===== src/hw/dck_params.svh =====
// Constants shared by both ends of the DRAM clock change link.
// Assumes a 250 MHz system clock on the controller end.
`ifndef DCK_PARAMS_SVH
`define DCK_PARAMS_SVH

// ----------------------------------------------------------------------
// Register map (byte addresses), control and status fields
// ----------------------------------------------------------------------
`define DCK_REG_CTRL      12'h000
`define DCK_REG_DIV       12'h004
`define DCK_REG_MR0       12'h008
`define DCK_REG_STAT      12'h00C
`define DCK_CTRL_GO       5'h00
`define DCK_CTRL_USE_SR   5'h01
`define DCK_CTRL_ODT      5'h02
`define DCK_CTRL_UPD      5'h03
`define DCK_STAT_BUSY     5'h00
`define DCK_STAT_DONE     5'h01
`define DCK_STAT_REFUSED  5'h02

// ----------------------------------------------------------------------
// Clock divider: link period is 2 * div system periods
// ----------------------------------------------------------------------
`define DCK_SYS_PERIOD_NS 16'h0004
`define DCK_DIV_RST       8'h02
`define DCK_DIV_MIN       8'h01
`define DCK_DIV_MAX       8'h40

// ----------------------------------------------------------------------
// Timing as clock counts; tCKSRE, tCKSRX, tXP and tXS also as nanoseconds
// ----------------------------------------------------------------------
`define DCK_TCKSRE_NCK    16'h0005
`define DCK_TCKSRE_NS     16'h000A
`define DCK_TCKSRX_NCK    16'h0005
`define DCK_TCKSRX_NS     16'h000A
`define DCK_TXP_NCK       16'h0003
`define DCK_TXP_NS        16'h0006
`define DCK_TXS_NCK       16'h0005
`define DCK_TXS_NS        16'h00AA
`define DCK_TMRD_NCK      16'h0004
`define DCK_TDLLK_NCK     16'h0200
`define DCK_TAOF_NCK      16'h0002

// ----------------------------------------------------------------------
// Mode register selection and bits
// ----------------------------------------------------------------------
`define DCK_MR0           2'h0
`define DCK_MR1           2'h1
`define DCK_MR0_DLL_RST   4'h8
`define DCK_MR1_RTT_NOM   4'h2

`endif


===== src/hw/dck_pkg.sv =====
// Types shared by both ends of the DRAM clock change link.
// Assumes nothing beyond the constants header.
package dck_pkg;

   typedef enum logic [2:0] {
      CMD_NOP = 3'h0,
      CMD_SRE = 3'h1,
      CMD_SRX = 3'h2,
      CMD_PDE = 3'h3,
      CMD_PDX = 3'h4,
      CMD_MRS = 3'h5
   } dck_cmd_e;

   typedef enum logic [3:0] {
      C_IDLE   = 4'h0,
      C_ODTOFF = 4'h1,
      C_ENTER  = 4'h2,
      C_WENT   = 4'h3,
      C_CHG    = 4'h4,
      C_WSTB   = 4'h5,
      C_EXIT   = 4'h6,
      C_WXP    = 4'h7,
      C_DLLRST = 4'h8,
      C_WMRD   = 4'h9,
      C_UPD    = 4'hA,
      C_WLOCK  = 4'hB
   } dck_cstate_e;

   typedef enum logic [1:0] {
      D_IDLE = 2'h0,
      D_SREF = 2'h1,
      D_PPD  = 2'h2
   } dck_dstate_e;

endpackage


===== src/hw/dck_link_if.sv =====
// Link between the memory controller end and the DRAM end.
// Assumes the controller drives every signal; the DRAM only listens.
`timescale 1ns/1ps
`default_nettype none
interface dck_link_if;
   logic              ck;
   logic              cke;
   logic              odt;
   dck_pkg::dck_cmd_e cmd;
   logic [1:0]        mr_sel;
   logic [15:0]       mr_addr;

   modport ctrl (output ck, output cke, output odt, output cmd,
                 output mr_sel, output mr_addr);
   modport dram (input ck, input cke, input odt, input cmd,
                 input mr_sel, input mr_addr);
endinterface
`default_nettype wire


===== src/hw/dck_ctrl.sv =====
// Memory controller end: APB registers, link clock divider and the
// frequency change sequence through self-refresh or power-down.
// Assumes an APB master on SYS_CLK_IN and a DRAM end on the link.
//
// Function
// - Change frequency only in self-refresh or power-down
// - Keep clock period fixed in other states
// - DRAM ignores clock after self-refresh entry wait
// - New clock stable tCKSRX before self-refresh exit
// - Keep normal self-refresh entry and exit timing
// - Keep new frequency within speed grade range
// - Hold ODT low throughout power-down
// - Termination disabled stays off whatever ODT does
// - Wait tCKSRE after CKE low before change
// - Hold ODT and CKE low during change
// - New clock stable tCKSRX before power-down exit
// - After exit and tXP, reset DLL via MRS
// - Update WR, CL, CWL with CKE high
// - During relock ODT low, CKE high, wait lock
// - Meet ODT turn-off timing before change point
// - Count cycle parameters in actual clock edges
// - Convert nanoseconds to cycles, rounding up
// - DLL reset is MR0 bit A8 set
//
// Chosen here: the register offsets and register access over APB.
`timescale 1ns/1ps
`default_nettype none
`include "dck_params.svh"
module dck_ctrl (
   // System clock and reset
   input  wire logic        SYS_CLK_IN,
   input  wire logic        SYS_RST_IN,
   // APB slave
   input  wire logic        PSEL_IN,
   input  wire logic        PENABLE_IN,
   input  wire logic        PWRITE_IN,
   input  wire logic [11:0] PADDR_IN,
   input  wire logic [31:0] PWDATA_IN,
   output logic      [31:0] PRDATA_OUT,
   output logic             PREADY_OUT,
   output logic             PSLVERR_OUT,
   // Link to the DRAM end
   dck_link_if.ctrl         LINK
);

   // -------------------------------------------------------------------
   // Declarations
   // -------------------------------------------------------------------
   dck_pkg::dck_cstate_e state_q;
   dck_pkg::dck_cmd_e    cmd_q;
   logic [7:0]           div_q;
   logic [7:0]           newdiv_q;
   logic [7:0]           hcnt_q;
   logic                 ck_q;
   logic                 tick;
   logic [15:0]          cnt_q;
   logic [15:0]          mr0_q;
   logic                 use_sr_q;
   logic                 odt_norm_q;
   logic                 upd_q;
   logic                 go_pend_q;
   logic                 done_q;
   logic                 refused_q;
   logic                 cke_q;
   logic                 odt_q;
   logic [1:0]           mrsel_q;
   logic [15:0]          mraddr_q;
   logic [31:0]          prdata_q;
   logic                 wr_en;
   logic                 rd_setup;
   logic                 addr_ok;
   logic                 busy;
   logic                 go_wr;
   logic                 clr_wr;
   logic                 finish;

   // Larger of a cycle count and a rounded-up nanosecond figure
   function automatic logic [15:0] cyc(input logic [15:0] nck,
                                       input logic [15:0] ns,
                                       input logic [7:0]  d);
      logic [15:0] tck;
      logic [15:0] ru;
      tck = 16'({d, 1'b0}) * `DCK_SYS_PERIOD_NS;
      ru  = (ns + tck - 16'h0001) / tck;
      cyc = (ru > nck) ? ru : nck;
   endfunction

   // -------------------------------------------------------------------
   // APB slave, zero wait states
   // -------------------------------------------------------------------
   assign addr_ok  = (PADDR_IN == `DCK_REG_CTRL) || (PADDR_IN == `DCK_REG_DIV) ||
                     (PADDR_IN == `DCK_REG_MR0)  || (PADDR_IN == `DCK_REG_STAT);
   assign wr_en    = PSEL_IN && PENABLE_IN && PWRITE_IN && addr_ok;
   assign rd_setup = PSEL_IN && !PENABLE_IN && !PWRITE_IN;
   assign busy     = (state_q != dck_pkg::C_IDLE) || go_pend_q;
   assign go_wr    = wr_en && (PADDR_IN == `DCK_REG_CTRL) && PWDATA_IN[`DCK_CTRL_GO];
   assign clr_wr   = wr_en && (PADDR_IN == `DCK_REG_STAT);
   assign finish   = tick && (state_q == dck_pkg::C_WLOCK) && (cnt_q == 16'h0000);

   assign PREADY_OUT  = 1'b1;
   assign PSLVERR_OUT = PSEL_IN && PENABLE_IN && !addr_ok;
   assign PRDATA_OUT  = prdata_q;

   always_ff @(posedge SYS_CLK_IN or posedge SYS_RST_IN) begin
      if (SYS_RST_IN) begin
         use_sr_q   <= 1'b0;
         odt_norm_q <= 1'b0;
         upd_q      <= 1'b0;
         newdiv_q   <= `DCK_DIV_RST;
         mr0_q      <= 16'h0000;
      end else if (wr_en && !busy) begin
         if (PADDR_IN == `DCK_REG_CTRL) begin
            use_sr_q   <= PWDATA_IN[`DCK_CTRL_USE_SR];
            odt_norm_q <= PWDATA_IN[`DCK_CTRL_ODT];
            upd_q      <= PWDATA_IN[`DCK_CTRL_UPD];
         end
         if (PADDR_IN == `DCK_REG_DIV) begin
            if (PWDATA_IN[7:0] < `DCK_DIV_MIN)
               newdiv_q <= `DCK_DIV_MIN;
            else if (PWDATA_IN[7:0] > `DCK_DIV_MAX)
               newdiv_q <= `DCK_DIV_MAX;
            else
               newdiv_q <= PWDATA_IN[7:0];
         end
         if (PADDR_IN == `DCK_REG_MR0)
            mr0_q <= PWDATA_IN[15:0];
      end
   end

   always_ff @(posedge SYS_CLK_IN or posedge SYS_RST_IN) begin
      if (SYS_RST_IN)
         prdata_q <= 32'h00000000;
      else if (rd_setup) begin
         unique case (PADDR_IN)
            `DCK_REG_CTRL: prdata_q <= {28'h0000000, upd_q, odt_norm_q, use_sr_q, 1'b0};
            `DCK_REG_DIV:  prdata_q <= {24'h000000, newdiv_q};
            `DCK_REG_MR0:  prdata_q <= {16'h0000, mr0_q};
            `DCK_REG_STAT: prdata_q <= {16'h0000, div_q, state_q, 1'b0,
                                        refused_q, done_q, busy};
            default:       prdata_q <= 32'h00000000;
         endcase
      end
   end

   // Go requests, sticky status; a set wins over a clear
   always_ff @(posedge SYS_CLK_IN or posedge SYS_RST_IN) begin
      if (SYS_RST_IN) begin
         go_pend_q <= 1'b0;
         done_q    <= 1'b0;
         refused_q <= 1'b0;
      end else begin
         if (go_wr && !busy)
            go_pend_q <= 1'b1;
         else if (tick && (state_q == dck_pkg::C_IDLE))
            go_pend_q <= 1'b0;
         if (finish)
            done_q <= 1'b1;
         else if (clr_wr && PWDATA_IN[`DCK_STAT_DONE])
            done_q <= 1'b0;
         if (go_wr && busy)
            refused_q <= 1'b1;
         else if (clr_wr && PWDATA_IN[`DCK_STAT_REFUSED])
            refused_q <= 1'b0;
      end
   end

   // -------------------------------------------------------------------
   // Link clock divider; tick marks each falling link edge
   // -------------------------------------------------------------------
   assign tick = ck_q && (hcnt_q == div_q - 8'h01);

   always_ff @(posedge SYS_CLK_IN or posedge SYS_RST_IN) begin
      if (SYS_RST_IN) begin
         hcnt_q <= 8'h00;
         ck_q   <= 1'b0;
      end else if (hcnt_q == div_q - 8'h01) begin
         hcnt_q <= 8'h00;
         ck_q   <= !ck_q;
      end else
         hcnt_q <= hcnt_q + 8'h01;
   end

   // Divider changes only at the sequence's change point
   always_ff @(posedge SYS_CLK_IN or posedge SYS_RST_IN) begin
      if (SYS_RST_IN)
         div_q <= `DCK_DIV_RST;
      else if (tick && (state_q == dck_pkg::C_CHG))
         div_q <= newdiv_q;
   end

   // -------------------------------------------------------------------
   // Sequence, advancing once per link clock (one per actual edge)
   // -------------------------------------------------------------------
   always_ff @(posedge SYS_CLK_IN or posedge SYS_RST_IN) begin
      if (SYS_RST_IN) begin
         state_q  <= dck_pkg::C_IDLE;
         cnt_q    <= 16'h0000;
         cmd_q    <= dck_pkg::CMD_NOP;
         cke_q    <= 1'b1;
         odt_q    <= 1'b0;
         mrsel_q  <= `DCK_MR0;
         mraddr_q <= 16'h0000;
      end else if (tick) begin
         cmd_q <= dck_pkg::CMD_NOP;
         if (cnt_q != 16'h0000)
            cnt_q <= cnt_q - 16'h0001;
         unique case (state_q)
            dck_pkg::C_IDLE: begin
               cke_q <= 1'b1;
               odt_q <= odt_norm_q;
               if (go_pend_q) begin
                  odt_q   <= 1'b0;
                  cnt_q   <= `DCK_TAOF_NCK;
                  state_q <= dck_pkg::C_ODTOFF;
               end
            end
            dck_pkg::C_ODTOFF: if (cnt_q == 16'h0000) begin
               cke_q   <= 1'b0;
               cmd_q   <= use_sr_q ? dck_pkg::CMD_SRE : dck_pkg::CMD_PDE;
               state_q <= dck_pkg::C_ENTER;
            end
            dck_pkg::C_ENTER: begin
               cnt_q   <= cyc(`DCK_TCKSRE_NCK, `DCK_TCKSRE_NS, div_q);
               state_q <= dck_pkg::C_WENT;
            end
            dck_pkg::C_WENT: if (cnt_q == 16'h0000)
               state_q <= dck_pkg::C_CHG;
            dck_pkg::C_CHG: begin
               cnt_q   <= cyc(`DCK_TCKSRX_NCK, `DCK_TCKSRX_NS, newdiv_q);
               state_q <= dck_pkg::C_WSTB;
            end
            dck_pkg::C_WSTB: if (cnt_q == 16'h0000) begin
               cke_q   <= 1'b1;
               cmd_q   <= use_sr_q ? dck_pkg::CMD_SRX : dck_pkg::CMD_PDX;
               state_q <= dck_pkg::C_EXIT;
            end
            dck_pkg::C_EXIT: begin
               cnt_q   <= use_sr_q ? cyc(`DCK_TXS_NCK, `DCK_TXS_NS, div_q)
                                   : cyc(`DCK_TXP_NCK, `DCK_TXP_NS, div_q);
               state_q <= dck_pkg::C_WXP;
            end
            dck_pkg::C_WXP: if (cnt_q == 16'h0000) begin
               cmd_q    <= dck_pkg::CMD_MRS;
               mrsel_q  <= `DCK_MR0;
               mraddr_q <= mr0_q | (16'h0001 << `DCK_MR0_DLL_RST);
               state_q  <= dck_pkg::C_DLLRST;
            end
            dck_pkg::C_DLLRST: begin
               cnt_q   <= `DCK_TMRD_NCK - 16'h0002;
               state_q <= dck_pkg::C_WMRD;
            end
            dck_pkg::C_WMRD: if (cnt_q == 16'h0000) begin
               if (upd_q) begin
                  cmd_q    <= dck_pkg::CMD_MRS;
                  mraddr_q <= mr0_q & ~(16'h0001 << `DCK_MR0_DLL_RST);
                  state_q  <= dck_pkg::C_UPD;
               end else begin
                  cnt_q   <= `DCK_TDLLK_NCK;
                  state_q <= dck_pkg::C_WLOCK;
               end
            end
            dck_pkg::C_UPD: begin
               cnt_q   <= `DCK_TDLLK_NCK;
               state_q <= dck_pkg::C_WLOCK;
            end
            dck_pkg::C_WLOCK: if (cnt_q == 16'h0000)
               state_q <= dck_pkg::C_IDLE;
            default: state_q <= dck_pkg::C_IDLE;
         endcase
      end
   end

   // -------------------------------------------------------------------
   // Link drive
   // -------------------------------------------------------------------
   assign LINK.ck      = ck_q;
   assign LINK.cke     = cke_q;
   assign LINK.odt     = odt_q;
   assign LINK.cmd     = cmd_q;
   assign LINK.mr_sel  = mrsel_q;
   assign LINK.mr_addr = mraddr_q;

endmodule
`default_nettype wire


===== src/flat_wrapper.sv =====
// flat-port wrapper written by rule: the top's interface ports become plain ports
module dck_ctrl_flat 
  (SYS_CLK_IN, SYS_RST_IN, PSEL_IN, PENABLE_IN, PWRITE_IN, PADDR_IN, PWDATA_IN, PRDATA_OUT, PREADY_OUT, PSLVERR_OUT, LINK_ck, LINK_cke, LINK_odt, LINK_cmd, LINK_mr_sel, LINK_mr_addr);
  dck_link_if LINK_i ();
  input  wire logic SYS_CLK_IN;
  input  wire logic SYS_RST_IN;
  input  wire logic PSEL_IN;
  input  wire logic PENABLE_IN;
  input  wire logic PWRITE_IN;
  input  wire logic [11:0] PADDR_IN;
  input  wire logic [31:0] PWDATA_IN;
  output logic      [31:0] PRDATA_OUT;
  output logic PREADY_OUT;
  output logic PSLVERR_OUT;
  output wire logic [$bits(LINK_i.ck)-1:0] LINK_ck;
  output wire logic [$bits(LINK_i.cke)-1:0] LINK_cke;
  output wire logic [$bits(LINK_i.odt)-1:0] LINK_odt;
  output wire logic [$bits(LINK_i.cmd)-1:0] LINK_cmd;
  output wire logic [$bits(LINK_i.mr_sel)-1:0] LINK_mr_sel;
  output wire logic [$bits(LINK_i.mr_addr)-1:0] LINK_mr_addr;
  assign LINK_ck = LINK_i.ck;
  assign LINK_cke = LINK_i.cke;
  assign LINK_odt = LINK_i.odt;
  assign LINK_cmd = LINK_i.cmd;
  assign LINK_mr_sel = LINK_i.mr_sel;
  assign LINK_mr_addr = LINK_i.mr_addr;
  dck_ctrl u_core (.SYS_CLK_IN(SYS_CLK_IN), .SYS_RST_IN(SYS_RST_IN), .PSEL_IN(PSEL_IN), .PENABLE_IN(PENABLE_IN), .PWRITE_IN(PWRITE_IN), .PADDR_IN(PADDR_IN), .PWDATA_IN(PWDATA_IN), .PRDATA_OUT(PRDATA_OUT), .PREADY_OUT(PREADY_OUT), .PSLVERR_OUT(PSLVERR_OUT), .LINK(LINK_i));
endmodule

===== config.mk =====
export PLATFORM = sky130hd
export DESIGN_NAME = dck_ctrl_flat
export DESIGN_NICKNAME = d
export VERILOG_FILES = /design/src/hw/dck_pkg.sv /design/src/hw/dck_link_if.sv /design/src/hw/dck_ctrl.sv /design/src/flat_wrapper.sv
export VERILOG_INCLUDE_DIRS = /design/src /design/src/hw
export SDC_FILE = /design/constraint.sdc
export NUM_CORES = 1
export LEC_CHECK = 0
export ABC_AREA = 1
export BUFFER_PORTS_ARGS = -buffer_cell sky130_fd_sc_hd__buf_2
export CAP_MARGIN = 0
export CORE_AREA = 3 3 251 253
export DETAILED_ROUTE_END_ITERATION = 6
export DIE_AREA = 0 0 254 256
export MAX_ROUTING_LAYER = met4
export SKIP_CTS_REPAIR_TIMING = 1
export SYNTH_ARGS = -nofsm -noshare
export SYNTH_HDL_FRONTEND = slang
export SYNTH_SLANG_ARGS = --single-unit

===== constraint.sdc =====
create_clock -name SYS_CLK_IN -period 39.2 [get_ports SYS_CLK_IN]
set_input_delay 7.84 -clock SYS_CLK_IN [delete_from_list [all_inputs] [get_ports SYS_CLK_IN]]
set_output_delay 7.84 -clock SYS_CLK_IN [all_outputs]
set_load 0.005 [all_outputs]

==> summary.md <==
| Metric | Value |
|---|---|
| Non-Filler Instances | 4215 |
| Peak Freq | 46.04 MHz |
| Fillers | 6657 |
| Final Worst Setup Slack | 17.48 ns |
| Layout Nets | 3778 |
| Sequential share of the synthesized area | 12.24% |
| Most frequent cells in the layout | 862 x nand2_1, 481 x inv_1, 308 x ha_1 |
| CTS tree | done |
| Antenna Cells | 0 |
| Synth warn | 0 |
| Overflow after GRT | 0 |
| Worst R2R Path Depth | 140 |
| PortBufs | 71 |
| Levels on crit path | 140 |
| Most common cell on crit path | nand2_1 |
| TritonCTS Buffers | 9 |
| Post-DR wirelength/cell | 13.77 um |
| Final Hold Vio Count | 0 |
| Starting DRT DRC Count | 1128 |
| Largest family of logic cells by synthesized area | simple AND/OR/NAND/NOR gates |
| Async SR Flop Fraction | 100.0% |
| Clock tree buffer depth | 2 |
| Post-synthesis mux area share | 1.152% |
| Max-cap violation count | 0 |
| Hold Path Depth | 2 |
| H-tree depth | 3 |
| Final ANT Viol Nets | 0 |
| I/O pins | 107 |
| Setup Skew | 0.007012 ns |
| CTS Sinks | 104 |
| GRT Util Overall | 18.42% |
| DRC | 0 |
| Setup Viol. Count Final | 0 |
| Post-Synth Simple-Gate Area | 33.81% |
| Reg-to-Reg Start | u_core.div_q[7] |
| Gpl congestion | 0.9158 |
| Pin count of the biggest net entering global routing | 57 |
| Min Tclk post-route | 21.72 ns |
| Worst skew pair latency | 0.35 ns |
| Clock Tree Root | clkbuf_16 |
| Global-route wire length before repair | 97300 um |
| Yosys reg bits | 104 |
| Hold Crit Start | u_core.LINK.cmd[1] |
| Num rows | 91 |
| Critical path's top delay family | simple AND/OR/NAND/NOR gates |
| Clock slew at reported path FFs | 0.07 ns |
| Average cell area after synthesis | 6.342 sq um |
| Fraction of layout cells with a size suffix above 1 | 9.781% |
| R2R Path End | u_core.cnt_q[0] |
| Rel. slew slack | 39.05% |
| Most common cell after layout, fill and taps aside | nand2_1 |
| Setup WS pre-CTS | 17.57 ns |
| R2r setup slk | 17.48 ns |
| Library cells used by synthesis | 68 |
| Post-synthesis adder-cell area fraction | 18.10% |
| Fin crit share | 55.41% |
| Vias in the first global route | 19.49k |
| Status | completed |
| Die area | 0.06502 sq mm |
| WHS Endpoint | u_core.LINK.cmd[1] |
| Crit path DAT | 21.96 ns |
| Synth Flop Type | dfrtp_1 |
| Synthesized instance count | 3357 |
| Final Max Slew Viols | 0 |
| P&R area growth vs syn | 7.187% |
| DR vias | 20.76k |
| Synth Area in XOR/XNOR | 7.028% |
| Worst min path class | reg2reg |
| Worst EP required | 39.44 ns |
| Pre-antenna DRT Iters | 6 |
| Die extent in y | 256 um |
| Reg area | 0.002606 sq mm |
| Slew @ Worst Pin | 0.9073 ns |
| Final setup TNS | 0 ns |
| Die Wd | 254 um |
| DP HPWL | 46750 um |
| Setup CP Type | reg2reg |
| Routed Wire Length | 58020 um |
| Core Region | 0.06126 sq mm |
| Area of the multi-input gates | 0.01640 sq mm |
| Post-Syn Area | 0.02129 sq mm |
| Compound-Gate Fraction of Synth Area | 16.30% |
| Critical Path Sink Type | flip-flop |
| Crit path launch type | flip-flop |
| Crit path buf inv count | 15 |
| Number of synthesized flops with an enable pin | 0 |
| RSZ-0062 raised after global routing | no |
| CP max-delay cell | nor3_2 |
| Critical Path Max Stage Delay | 0.62 ns |
| Antenna violations before repair | 0 |
| Placed Cells | 4200 |
| Vias/cell | 4.925 |
| CP max FO | 15 |
| Initial Utilization | 34.76% |
final cells by class:
class,instances,share of cell area (%)
well taps,790,4.331
flip-flops and latches,104,11.42
clock buffers,11,1.064
inverters,528,8.706
clock inverters,4,0.3399
multi-input cells,2685,71.86
repair buffers,93,2.281
per-layer routing:
layer	share of wire [%]	wire [um]	global-route usage (%)	vias up
met5	0	0	-	-
met3	3.4	1973	1.362	46
li1	-	-	-	11160
met2	46	26470	30.73	293
met4	1.4	801	2.867	0
met1	50	28780	24.81	9265
worst register-to-register path: cells and delay by family, from the launching register on:
| family | cells | cell delay [ns] |
|---|---|---|
| AND/OR/NAND/NOR | 68 | 8.00 |
| AO/OA/AOI/OAI | 45 | 7.15 |
| adder cells (fa/ha/maj) | 12 | 3.77 |
| flip-flops | 1 | 0.60 |
| buffers and inverters | 15 | 2.04 |
cell families (layout without fill, tap and decap cells):
group           after synthesis  in the layout
buf+inv                     602            636
other cells                   2             36
compound gates              590            590
simple gates               1559           1559
fa+ha+maj                   308            308
xor+xnor                    170            170
flops                       104            104
mux                          22             22
state kept, by name, summed over array words and instances, names as in the netlist:
name and cells:
u_core.LINK.mr_addr 16, u_core.PRDATA_OUT 16, u_core.cnt_q 16, u_core.mr0_q 16, u_core.div_q 8, u_core.hcnt_q 8
u_core.newdiv_q 8, u_core.state_q 4, u_core.LINK.cmd 3, u_core.LINK.ck 1, u_core.LINK.cke 1, u_core.LINK.odt 1
u_core.done_q 1, u_core.go_pend_q 1, u_core.odt_norm_q 1, u_core.refused_q 1, u_core.upd_q 1, u_core.use_sr_q 1
how the worst max path moves through the flow:
stage                          startpoint              end  slack (ns)
after global routing      u_core.div_q[0]  u_core.cnt_q[0]       14.99
final                     u_core.div_q[7]  u_core.cnt_q[0]       17.48
after global placement    u_core.div_q[7]  u_core.cnt_q[0]       17.60
after CTS                 u_core.div_q[7]  u_core.cnt_q[0]       17.47
after floorplan           u_core.div_q[0]  u_core.cnt_q[0]       20.71
after detailed placement  u_core.div_q[7]  u_core.cnt_q[0]       17.57
cell usage after synthesis, types with 14 or more instances:
cell type	count	share of area, %
a21o_1	25	0.88
a21oi_1	116	2.7
and2_1	17	0.50
buf_4	26	0.92
clkbuf_1	32	0.56
dfrtp_1	101	12
ha_1	308	18
inv_1	484	8.5
inv_2	40	0.71
mux2_2	20	1.1
nand2_1	862	15
nand2_2	30	0.88
nand3_1	196	4.6
nand3_2	30	1.4
nand4_1	38	1.1
nor2_1	213	3.8
nor3_1	45	1.1
nor4_1	14	0.41
o211ai_1	15	0.53
o21ai_0	241	5.7
o21ai_1	44	1.0
o21bai_1	28	0.99
o22ai_1	25	0.73
o31ai_1	14	0.49
or2_2	30	0.88
xnor2_1	77	3.2
xor2_1	92	3.8
stage by stage:
stage / area (sq um) / hold slack, ns / utilization [%]
2_1_floorplan: 21420 / 0.4530 / -
3_3_place_gp: 22500 / 0.4670 / 36.73
3_5_place_dp: 22500 / 0.4677 / 36.73
4_1_cts: 22820 / 0.4843 / 37.26
5_1_grt: 22820 / 0.5040 / 37.26
6_report: 22820 / 0.4811 / 37.26
Power is left out: the tool's default activity adds up to more than one toggle a clock period on the data nets, which glitch-free logic cannot reach.
